**src/design/ptr_pkg.sv**
```systemverilog
// package: types and constants for the point table repeat sequencer
package ptr_pkg;
  localparam int unsigned CLK_PERIOD_PS = 4000;
  localparam int unsigned MS_PS         = 1000000000;
  localparam int unsigned MS_CYCLES     = MS_PS / CLK_PERIOD_PS;
  localparam int unsigned TBL_W         = 5;
  localparam int unsigned AUX_W         = 4;
  localparam int unsigned DWELL_W       = 16;
  localparam int unsigned DO_COUNT      = 4;
  localparam logic [3:0] METHOD_ABS     = 4'h1;
  localparam logic [3:0] AUX_STOP       = 4'h0;
  localparam logic [3:0] AUX_CONT       = 4'h1;
  localparam logic [3:0] AUX_VARY       = 4'h3;
  localparam logic [3:0] AUX_LOOP_START = 4'h8;
  localparam logic [3:0] AUX_LOOP_ONE   = 4'h9;
  localparam logic [3:0] AUX_VARY_ONE   = 4'ha;
  localparam logic [3:0] AUX_INC_ONE    = 4'hb;
  localparam logic [4:0] TABLE_ONE      = 5'h01;
  localparam logic [1:0] PH_STOP        = 2'h0;
  localparam logic [1:0] PH_ACCEL       = 2'h1;
  localparam logic [1:0] PH_CONST       = 2'h2;
  localparam logic [1:0] PH_DECEL       = 2'h3;

  typedef enum logic [2:0] {
    PTR_IDLE, PTR_RUN, PTR_DWELL, PTR_PAUSING, PTR_HOLD
  } ptr_state_t;

  // pins that arrive from the host and must be synchronised
  typedef struct packed {
    logic             auto_mode;
    logic             fwd;
    logic             rev;
    logic             pause;
    logic             clr;
    logic             servo_on;
    logic [TBL_W-1:0] tsel;
  } ptr_pins_t;

  // request toward the profile generator
  typedef struct packed {
    logic             start;
    logic             vary;
    logic             reverse;
    logic [TBL_W-1:0] table_no;
  } ptr_move_t;

  typedef struct packed {
    ptr_state_t       state;
    ptr_pins_t        sync1;
    ptr_pins_t        sync2;
    logic             pause_prev;
    logic             start_prev;
    logic [TBL_W-1:0] cur;
    logic [TBL_W-1:0] start_tbl;
    logic             reverse;
    logic [DWELL_W-1:0] dwell_left;
    logic [17:0]      ms_cnt;
    logic             ms_tick;
    ptr_move_t        move;
    logic             decel_req;
    logic             resume_req;
    logic             clear_rem;
    logic             cont_run;
    logic             tbl_valid;
    logic [DO_COUNT-1:0] tbl_out;
  } ptr_regs_t;
endpackage

```
**src/design/ptr_sequencer.sv**
```systemverilog
// point table repeat and pause sequencer for automatic operation
// Summary of operation
// - lowest digit of command method equal to one selects absolute method.
// - absolute, code 8 ends sequence there, then restarts from start table.
// - absolute, code 9 ends sequence there, then restarts from table one.
// - incremental, code 8 on last table loops to start table forever.
// - incremental varying speed, code 10 changes speed onward to table one.
// - varying speed steps to next table without stopping, zero dwell.
// - table number outputs keep their last value during automatic continuous runs.
// - pause decelerates with current table deceleration, then holds stopped.
// - pause again while held resumes the stored remaining travel.
// - start inputs are ignored while held in temporary stop.
// - while held, manual mode, servo off or clear wipe remaining travel.
// - pause input ignored during home return and manual jog.
// - pause acts only in accel or constant speed; restart only from hold.
// - only four discrete outputs exist, so five table bits never all show.
`timescale 1ns/1ps
module ptr_sequencer
  import ptr_pkg::*;
#(
  parameter int unsigned MS_CNT = MS_CYCLES
) (
  input  wire logic                mclk,
  input  wire logic                rst,
  input  wire logic                auto_mode_select,
  input  wire logic                forward_start_input,
  input  wire logic                reverse_start_input,
  input  wire logic                pause_resume_input,
  input  wire logic                clear_input,
  input  wire logic                servo_on_input,
  input  wire logic [TBL_W-1:0]    table_select_input,
  input  wire logic [3:0]          command_method_param,
  input  wire logic                home_return_active,
  input  wire logic [AUX_W-1:0]    table_aux,
  input  wire logic [DWELL_W-1:0]  table_dwell_ms,
  input  wire logic [1:0]          motion_phase,
  input  wire logic                motion_done,
  output logic [TBL_W-1:0]         table_index,
  output ptr_move_t                move_req,
  output logic                     decel_req,
  output logic                     resume_req,
  output logic                     clear_remaining,
  output logic                     paused,
  output logic [DO_COUNT-1:0]      table_number_outputs,
  output logic                     table_number_valid
);
  ptr_regs_t r_ff;
  ptr_regs_t nxt_r;
  ptr_pins_t pins;
  logic      abs_mode;
  logic      pause_edge;
  logic      start_edge;
  logic      pause_ok;
  logic      loop_tbl;
  logic      vary_next;
  logic      stop_here;
  logic [TBL_W-1:0] next_tbl;

  always_comb begin
    pins.auto_mode = auto_mode_select;
    pins.fwd       = forward_start_input;
    pins.rev       = reverse_start_input;
    pins.pause     = pause_resume_input;
    pins.clr       = clear_input;
    pins.servo_on  = servo_on_input;
    pins.tsel      = table_select_input;
  end

  assign abs_mode   = (command_method_param == METHOD_ABS);
  assign pause_edge = r_ff.sync2.pause & ~r_ff.pause_prev;
  assign start_edge = (r_ff.sync2.fwd | r_ff.sync2.rev) & ~r_ff.start_prev;
  // pause only counts in automatic mode and outside home return
  assign pause_ok   = pause_edge & r_ff.sync2.auto_mode & ~home_return_active;

  // successor decode for the table that just completed
  always_comb begin
    next_tbl  = r_ff.cur + 5'h01;
    vary_next = 1'b0;
    stop_here = 1'b0;
    loop_tbl  = 1'b0;
    unique case (table_aux)
      AUX_CONT: next_tbl = r_ff.cur + 5'h01;
      AUX_VARY: vary_next = 1'b1;
      AUX_LOOP_START: begin
        next_tbl = r_ff.start_tbl;
        loop_tbl = 1'b1;
      end
      AUX_LOOP_ONE: begin
        next_tbl = TABLE_ONE;
        loop_tbl = 1'b1;
      end
      AUX_VARY_ONE: begin
        next_tbl  = TABLE_ONE;
        vary_next = 1'b1;
        stop_here = abs_mode;
      end
      AUX_INC_ONE: begin
        next_tbl  = TABLE_ONE;
        loop_tbl  = 1'b1;
        stop_here = abs_mode;
      end
      default: stop_here = 1'b1;
    endcase
  end

  always_comb begin
    nxt_r            = r_ff;
    nxt_r.sync1      = pins;
    nxt_r.sync2      = r_ff.sync1;
    nxt_r.pause_prev = r_ff.sync2.pause;
    nxt_r.start_prev = r_ff.sync2.fwd | r_ff.sync2.rev;
    nxt_r.move.start = 1'b0;
    nxt_r.decel_req  = 1'b0;
    nxt_r.resume_req = 1'b0;
    nxt_r.clear_rem  = 1'b0;
    // millisecond enable for dwell timing
    nxt_r.ms_tick    = 1'b0;
    if (r_ff.ms_cnt == 18'(MS_CNT - 1)) begin
      nxt_r.ms_cnt  = '0;
      nxt_r.ms_tick = 1'b1;
    end else begin
      nxt_r.ms_cnt = r_ff.ms_cnt + 18'h00001;
    end
    unique case (r_ff.state)
      PTR_IDLE: begin
        if (start_edge && r_ff.sync2.auto_mode && r_ff.sync2.servo_on) begin
          nxt_r.cur           = r_ff.sync2.tsel;
          nxt_r.start_tbl     = r_ff.sync2.tsel;
          nxt_r.reverse       = r_ff.sync2.rev & ~r_ff.sync2.fwd;
          nxt_r.move.start    = 1'b1;
          nxt_r.move.vary     = 1'b0;
          nxt_r.move.reverse  = r_ff.sync2.rev & ~r_ff.sync2.fwd;
          nxt_r.move.table_no = r_ff.sync2.tsel;
          nxt_r.tbl_valid     = 1'b0;
          nxt_r.cont_run      = 1'b0;
          nxt_r.state         = PTR_RUN;
        end
      end
      PTR_RUN: begin
        if (pause_ok && (motion_phase == PH_ACCEL ||
                         motion_phase == PH_CONST)) begin
          nxt_r.decel_req = 1'b1;
          nxt_r.state     = PTR_PAUSING;
        end else if (motion_done) begin
          if (stop_here) begin
            nxt_r.state     = PTR_IDLE;
            // only a lone table reports its number
            nxt_r.tbl_valid = ~r_ff.cont_run;
            // continuous runs leave the number outputs alone
            if (!r_ff.cont_run) begin
              nxt_r.tbl_out = r_ff.cur[DO_COUNT-1:0];
            end
          end else if (vary_next) begin
            nxt_r.cur           = next_tbl;
            nxt_r.cont_run      = 1'b1;
            nxt_r.move.start    = 1'b1;
            nxt_r.move.vary     = 1'b1;
            nxt_r.move.table_no = next_tbl;
          end else begin
            nxt_r.cur        = next_tbl;
            nxt_r.cont_run   = 1'b1;
            nxt_r.dwell_left = table_dwell_ms;
            nxt_r.state      = PTR_DWELL;
          end
        end
      end
      PTR_DWELL: begin
        // the loop back restarts like a fresh start
        if (r_ff.dwell_left == '0) begin
          nxt_r.move.start    = 1'b1;
          nxt_r.move.vary     = 1'b0;
          nxt_r.move.table_no = r_ff.cur;
          nxt_r.state         = PTR_RUN;
        end else if (r_ff.ms_tick) begin
          nxt_r.dwell_left = r_ff.dwell_left - 16'h0001;
        end
      end
      PTR_PAUSING: begin
        if (motion_phase == PH_STOP) begin
          nxt_r.state = PTR_HOLD;
        end
      end
      PTR_HOLD: begin
        // start inputs have no branch here, so they are ignored
        if (!r_ff.sync2.auto_mode || !r_ff.sync2.servo_on ||
            r_ff.sync2.clr) begin
          nxt_r.clear_rem = 1'b1;
          nxt_r.cont_run  = 1'b0;
          nxt_r.state     = PTR_IDLE;
        end else if (pause_ok) begin
          nxt_r.resume_req = 1'b1;
          nxt_r.state      = PTR_RUN;
        end
      end
    endcase
    // leaving auto mode mid-move abandons the pattern
    if (r_ff.state != PTR_HOLD && r_ff.state != PTR_IDLE &&
        !r_ff.sync2.auto_mode) begin
      nxt_r.state    = PTR_IDLE;
      nxt_r.cont_run = 1'b0;
    end
  end

  always_ff @(posedge mclk or posedge rst) begin
    if (rst) begin
      r_ff <= '{state: PTR_IDLE, default: '0};
    end else begin
      r_ff <= nxt_r;
    end
  end

  assign table_index          = r_ff.cur;
  assign move_req             = r_ff.move;
  assign decel_req            = r_ff.decel_req;
  assign resume_req           = r_ff.resume_req;
  assign clear_remaining      = r_ff.clear_rem;
  assign paused               = (r_ff.state == PTR_HOLD);
  assign table_number_outputs = r_ff.tbl_out;
  assign table_number_valid   = r_ff.tbl_valid;
endmodule

```
**config.mk**
```make
export PLATFORM = sky130hd
export DESIGN_NAME = ptr_sequencer
export DESIGN_NICKNAME = d
export VERILOG_FILES = /design/src/design/ptr_pkg.sv /design/src/design/ptr_sequencer.sv
export SDC_FILE = /design/constraint.sdc
export NUM_CORES = 1
export LEC_CHECK = 0
export BUFFER_PORTS_ARGS = -buffer_cell sky130_fd_sc_hd__buf_2
export CAP_MARGIN = 20
export CORE_AREA = 4 4 108 110
export DETAILED_ROUTE_END_ITERATION = 10
export DIE_AREA = 0 0 112 114
export PLACE_DENSITY_LB_ADDON = 0.08
export SYNTH_ARGS = -nofsm -noshare
export SYNTH_HDL_FRONTEND = slang
export SYNTH_SLANG_ARGS = --single-unit
```
**constraint.sdc**
```tcl
create_clock -name mclk -period 3.2 [get_ports mclk]
set_input_delay 0.48 -clock mclk [delete_from_list [all_inputs] [get_ports mclk]]
set_output_delay 0.48 -clock mclk [all_outputs]
set_load 0.05 [all_outputs]
```
Yosys cells after proc, flatten, opt, wreduce, memory -nomap -nowiden
Cells that the tools add are included.
{"block": "op_classes", "n_addsub": 3, "n_eq_ne": 35, "n_mux": 56, "n_bitwise": 12, "reduce_logical": 30}
{"cell": "$mux W16", "n": 6}
{"cell": "$mux W5", "n": 9}
{"cell": "$pmux W16 S2", "n": 1}
{"cell": "$mux W3", "n": 10}
{"cell": "$ne A3 B3 Y1 const B", "n": 7}
{"cell": "$ne A2 B2 Y1 const B", "n": 10}
{"cell": "$pmux W5 S2", "n": 2}
{"cell": "$add A18 B1 Y18 const B", "n": 1}
{"cell": "$eq A18 B18 Y1 const B", "n": 1}
{"cell": "$mux W18", "n": 1}
{"cell": "$eq A4 B4 Y1 const B", "n": 4}
{"cell": "$logic_not A16 Y1", "n": 1}
{"cell": "$mux W2", "n": 8}
{"cell": "$sub A16 B1 Y16 const B", "n": 1}
{"cell": "$pmux W3 S5", "n": 1}
{"cell": "$pmux W5 S3", "n": 1}
{"cell": "$reduce_and A5 Y1", "n": 3}
{"cell": "$reduce_and A7 Y1", "n": 2}
{"cell": "$mux W6", "n": 2}
{"cell": "$reduce_and A6 Y1", "n": 2}
{"cell": "$mux W11", "n": 1}
{"cell": "$eq A4 B1 Y1 const B", "n": 2}
{"cell": "$mux W1", "n": 8}
{"cell": "$mux W8", "n": 1}
{"cell": "30 further kinds", "n": 51}
{"block": "word_totals", "register_bits": 89, "input_bits": 41, "output_inout_bits": 22, "elab_cells": 168}

Depth between registers and ports, before layout
{"block": "logic_depth", "depth_word": 9, "ltp_mapped": 10, "mapped_depth_nobuf": 7}

Least setup slack after synthesis
Ideal clock, no wire load.
{"block": "synth_timing", "path_type": "register to register", "startpoint": "register r_ff[42] (netlist bit)", "endpoint": "register r_ff (netlist bit move_req[0])", "setup_ns": 0.125, "t_arrival_ns": 2.358, "t_required_ns": 3.075, "slack_ns": 0.717, "path_stages_with_launch": 8, "path_buffers": 2, "synth_period_minus_slack_ns": 2.483, "path_cell_list": "dfrtp_1 or4_4 buf_6 or2_1 buf_6 or3_4 a21oi_4 mux2_4"}
{"block": "synth_between", "elab_chain_cells": 3}
{"element": "start, declared", "line_no": "ptr_sequencer.sv:47", "source": "ptr_regs_t r_ff;"}
{"element": "start signal, assigned", "line_no": "ptr_sequencer.sv:208", "source": "r_ff <= nxt_r;"}
{"element": "$logic_not A16 Y1", "line_no": "ptr_sequencer.sv:169", "source": "if (r_ff.dwell_left == '0) begin"}
{"element": "$ne A2 B2 Y1 (no line)"}
{"element": "$reduce_and A7 Y1 (no line)"}
Every way passes these cells.
A chain may end at the register's enable or synchronous reset.

Worst setup path in the final report
{"block": "layout_timing", "startpoint": "register r_ff[42] (netlist bit)", "endpoint": "register r_ff (netlist bit move_req[4])"}
The elaborated chain is that of the path after synthesis.

==> results.cfg <==
[yosys]
synth_area_per_cell_um2 = 10.3
synth-async-reset-ratio_pct = 100
yosysTopAreaCellShare_pct = 50.2
synth_edf_count = 0
syn_area_um2 = 4440
synth_nets = 479
synth-seq-area-share_pct = 50.2
synth.largest_area_cell = dfrtp_1
ys.warnings.count = 0
syn_inst = 433
yosys_register_bits = 89
synth_flop_cell = dfrtp_1
synth_area_leaders = dfrtp_1 (50%), o41ai_1 (3.2%), nor2_1 (3.1%)
synthTopCellsByCount = dfrtp_1 (89), nor2_1 (37), o21ai_0 (26)
synth_most_common_cell = dfrtp_1
synthDistinctLibCells = 62

[place]
place_area_um2 = 4800
place_ws_ns = 0.631
gp_congestion = 0.792
io_buffers = 62
dp_cells = 608
hpwl_um = 6780

[layout]
diodes = 0
nets = 525
stdcell_area_um2 = 5020
nFillCells = 1009
final-seq-area_um2 = 2230
finalNonFillerCells = 624
drive_gt1_share_pct = 24.4
multi_input_area_um2 = 1900
area_growth_pct = 13.1

[clocking]
cts_post_setup_buffers_inserted = 0
root_buffer = clkbuf_8
clk_latency_ns = 0.35
cts-htree-levels = 3
cts_tree = done
cts_sinks = 89
numCtsBuffers = 9
cts_repair_resize_count = 0
cts_hold_buf = 0
clk_transition_reported_paths_ns = 0.09
clockBufferDepth = 2

[detailed_routing]
remaining_drc_errors = 0
vias_per_cell = 5.44
wl_per_cell_um = 15.3
ant_nets = 0
dr.first_iter.drc_count = 177
vias = 3396
dr.pass1.iters = 4
wl_um = 9550

[worst_setup_path]
worstPathRequired_ns = 3.43
start_kind = register
cp-end-kind = register
crit_arrival_ns = 2.83
r2r-start = r_ff[42]$_DFFE_PP0P_
path_class = reg2reg
ff2ff_setup_slack_ns = 0.61
r2r_cells = 5
cp_max_fo = 8
rr_endpoint = move_req[4]$_DFFE_PP0P_

[sta]
setup_viol = 0
fmax_mhz = 386
final-hold-violation-count = 0
totalNegativeSetupSlack_ns = 0
relSlewSlack_pct = 42.6
rsz0062_at_grt = no
slew_viol_final = 0
worstMarginPinSlew_ns = 0.854
setup_slack_ns = 0.607
fin_crit_ns = 2.59
clock_skew_ns = 0.0121
worst_hold_slack_ns = 0.197
min_period_over_period_pct = 81.0

[pwr]
powerDensity_nw_per_um2 = 762
pwr-share-clk_pct = 23.0
leakage_nw = 2.25
p_int_mw = 2.32
pwr-share-comb_pct = 35.6
irDropWorstVdd_v = 0.000486
p_sw_share_pct = 39.3
p_seq_share_pct = 41.4
switchingPower_mw = 1.50

[global_route]
grt_max_degree = 53
antenna_found_initial = 0
grt_first_pass_wirelength_um = 16200
grt_pass1_vias = 3302
grt_overflow = 0
grt_usage_pct = 15.4

[status]
status = finished, final reports clean

[die]
start_util_pct = 41.5
die-area_um2 = 12800
die_h_um = 114
io_pins = 63
die_w_um = 112
design.core.area_um2 = 10700
rows = 38

[worst_hold_path]
hold_class = in2async

[run]
max_cap_viol_count = 0
[power by group through the flow]
stage / clock network [mW] / logic (mW) / registers (mW)
after global placement: 0 / 1.35 / 1.59
after floorplan: 0 / 1.20 / 1.55
after detailed placement: 0 / 1.37 / 1.60
after global routing: 0.961 / 1.50 / 1.62
after CTS: 0.907 / 1.37 / 1.58
final: 0.879 / 1.36 / 1.58
[layout make-up]
| cell class | count | area share (%) |
|---|---|---|
| well taps | 140 | 3.49 |
| clock inverters | 5 | 1.69 |
| flip-flops and latches | 89 | 44.3 |
| repair buffers | 75 | 8.37 |
| multi-input cells | 286 | 37.9 |
| clock buffers | 11 | 2.82 |
| inverters | 18 | 1.37 |
[cell usage in the layout, fill, tap and decap left out, drive strengths merged, types with 6 or more instances in the layout]
cell type	count
inv	19
buf	75
nor4	9
o21ai	26
xnor2	13
a22oi	7
nand3	16
nor2	37
or3	6
dfrtp	89
mux2	15
clkbuf	11
a21oi	25
o41ai	16
nor3	20
nand2	20
[worst max path at each step]
stage	startpoint	cells past startpoint	slack (ns)	endpoint
after global routing	r_ff[41]$_DFFE_PP0P_	5	0.54	move_req[4]$_DFFE_PP0P_
after detailed placement	r_ff[41]$_DFFE_PP0P_	5	0.63	move_req[4]$_DFFE_PP0P_
final	r_ff[42]$_DFFE_PP0P_	5	0.61	move_req[4]$_DFFE_PP0P_
after global placement	r_ff[42]$_DFFE_PP0P_	5	0.66	move_req[4]$_DFFE_PP0P_
after CTS	r_ff[42]$_DFFE_PP0P_	5	0.61	move_req[4]$_DFFE_PP0P_
after floorplan	rst	1	0.41	clear_remaining$_DFF_PP0_
[worst max-delay path: stages (launching register included)]
cell and delay, ns:
dfrtp_1 0.42, or4_4 0.58, or2_1 0.37, or3_4 0.44, a21oi_4 0.34, mux2_4 0.34
[sequential cells by signal (all words and copies together) (netlist names)]
register / count
table_number_valid: 1
clear_remaining: 1
r_ff: 56
table_index: 5
table_number_outputs: 4
decel_req: 1
resume_req: 1
move_req: 8
nxt_r: 12
[through the flow]
stage / utilization (%) / power [mW]
6_report: 46.9 / 3.82
5_1_grt: 46.9 / 4.08
4_1_cts: 46.9 / 3.86
3_5_place_dp: 44.8 / 2.97
3_3_place_gp: 44.8 / 2.94
2_1_floorplan: - / 2.74
[layer usage]
| layer | vias to the layer above | part of all wire, % | global-route usage [%] |
|---|---|---|---|
| li1 | 1658 | - | - |
| met1 | 1660 | 49 | 21.9 |
| met2 | 69 | 46 | 23.9 |
| met3 | 9 | 4.8 | 3.55 |
| met4 | 0 | 0.98 | 4.01 |
| met5 | - | 0 | 0 |
[logic make-up after synthesis]
family                     Yosys count  synth area share (%)
and+or+nand+nor                    142                  17.2
adders and majority gates            5                  1.41
buffers and inverters               58                  6.96
xor gates and xnor gates            18                  3.55
DFF                                 89                  50.2
muxes                               20                  5.35
AOI/OAI and AO/OA                  101                  15.4
No activity file was read; power rests on OpenSTA's default activity.
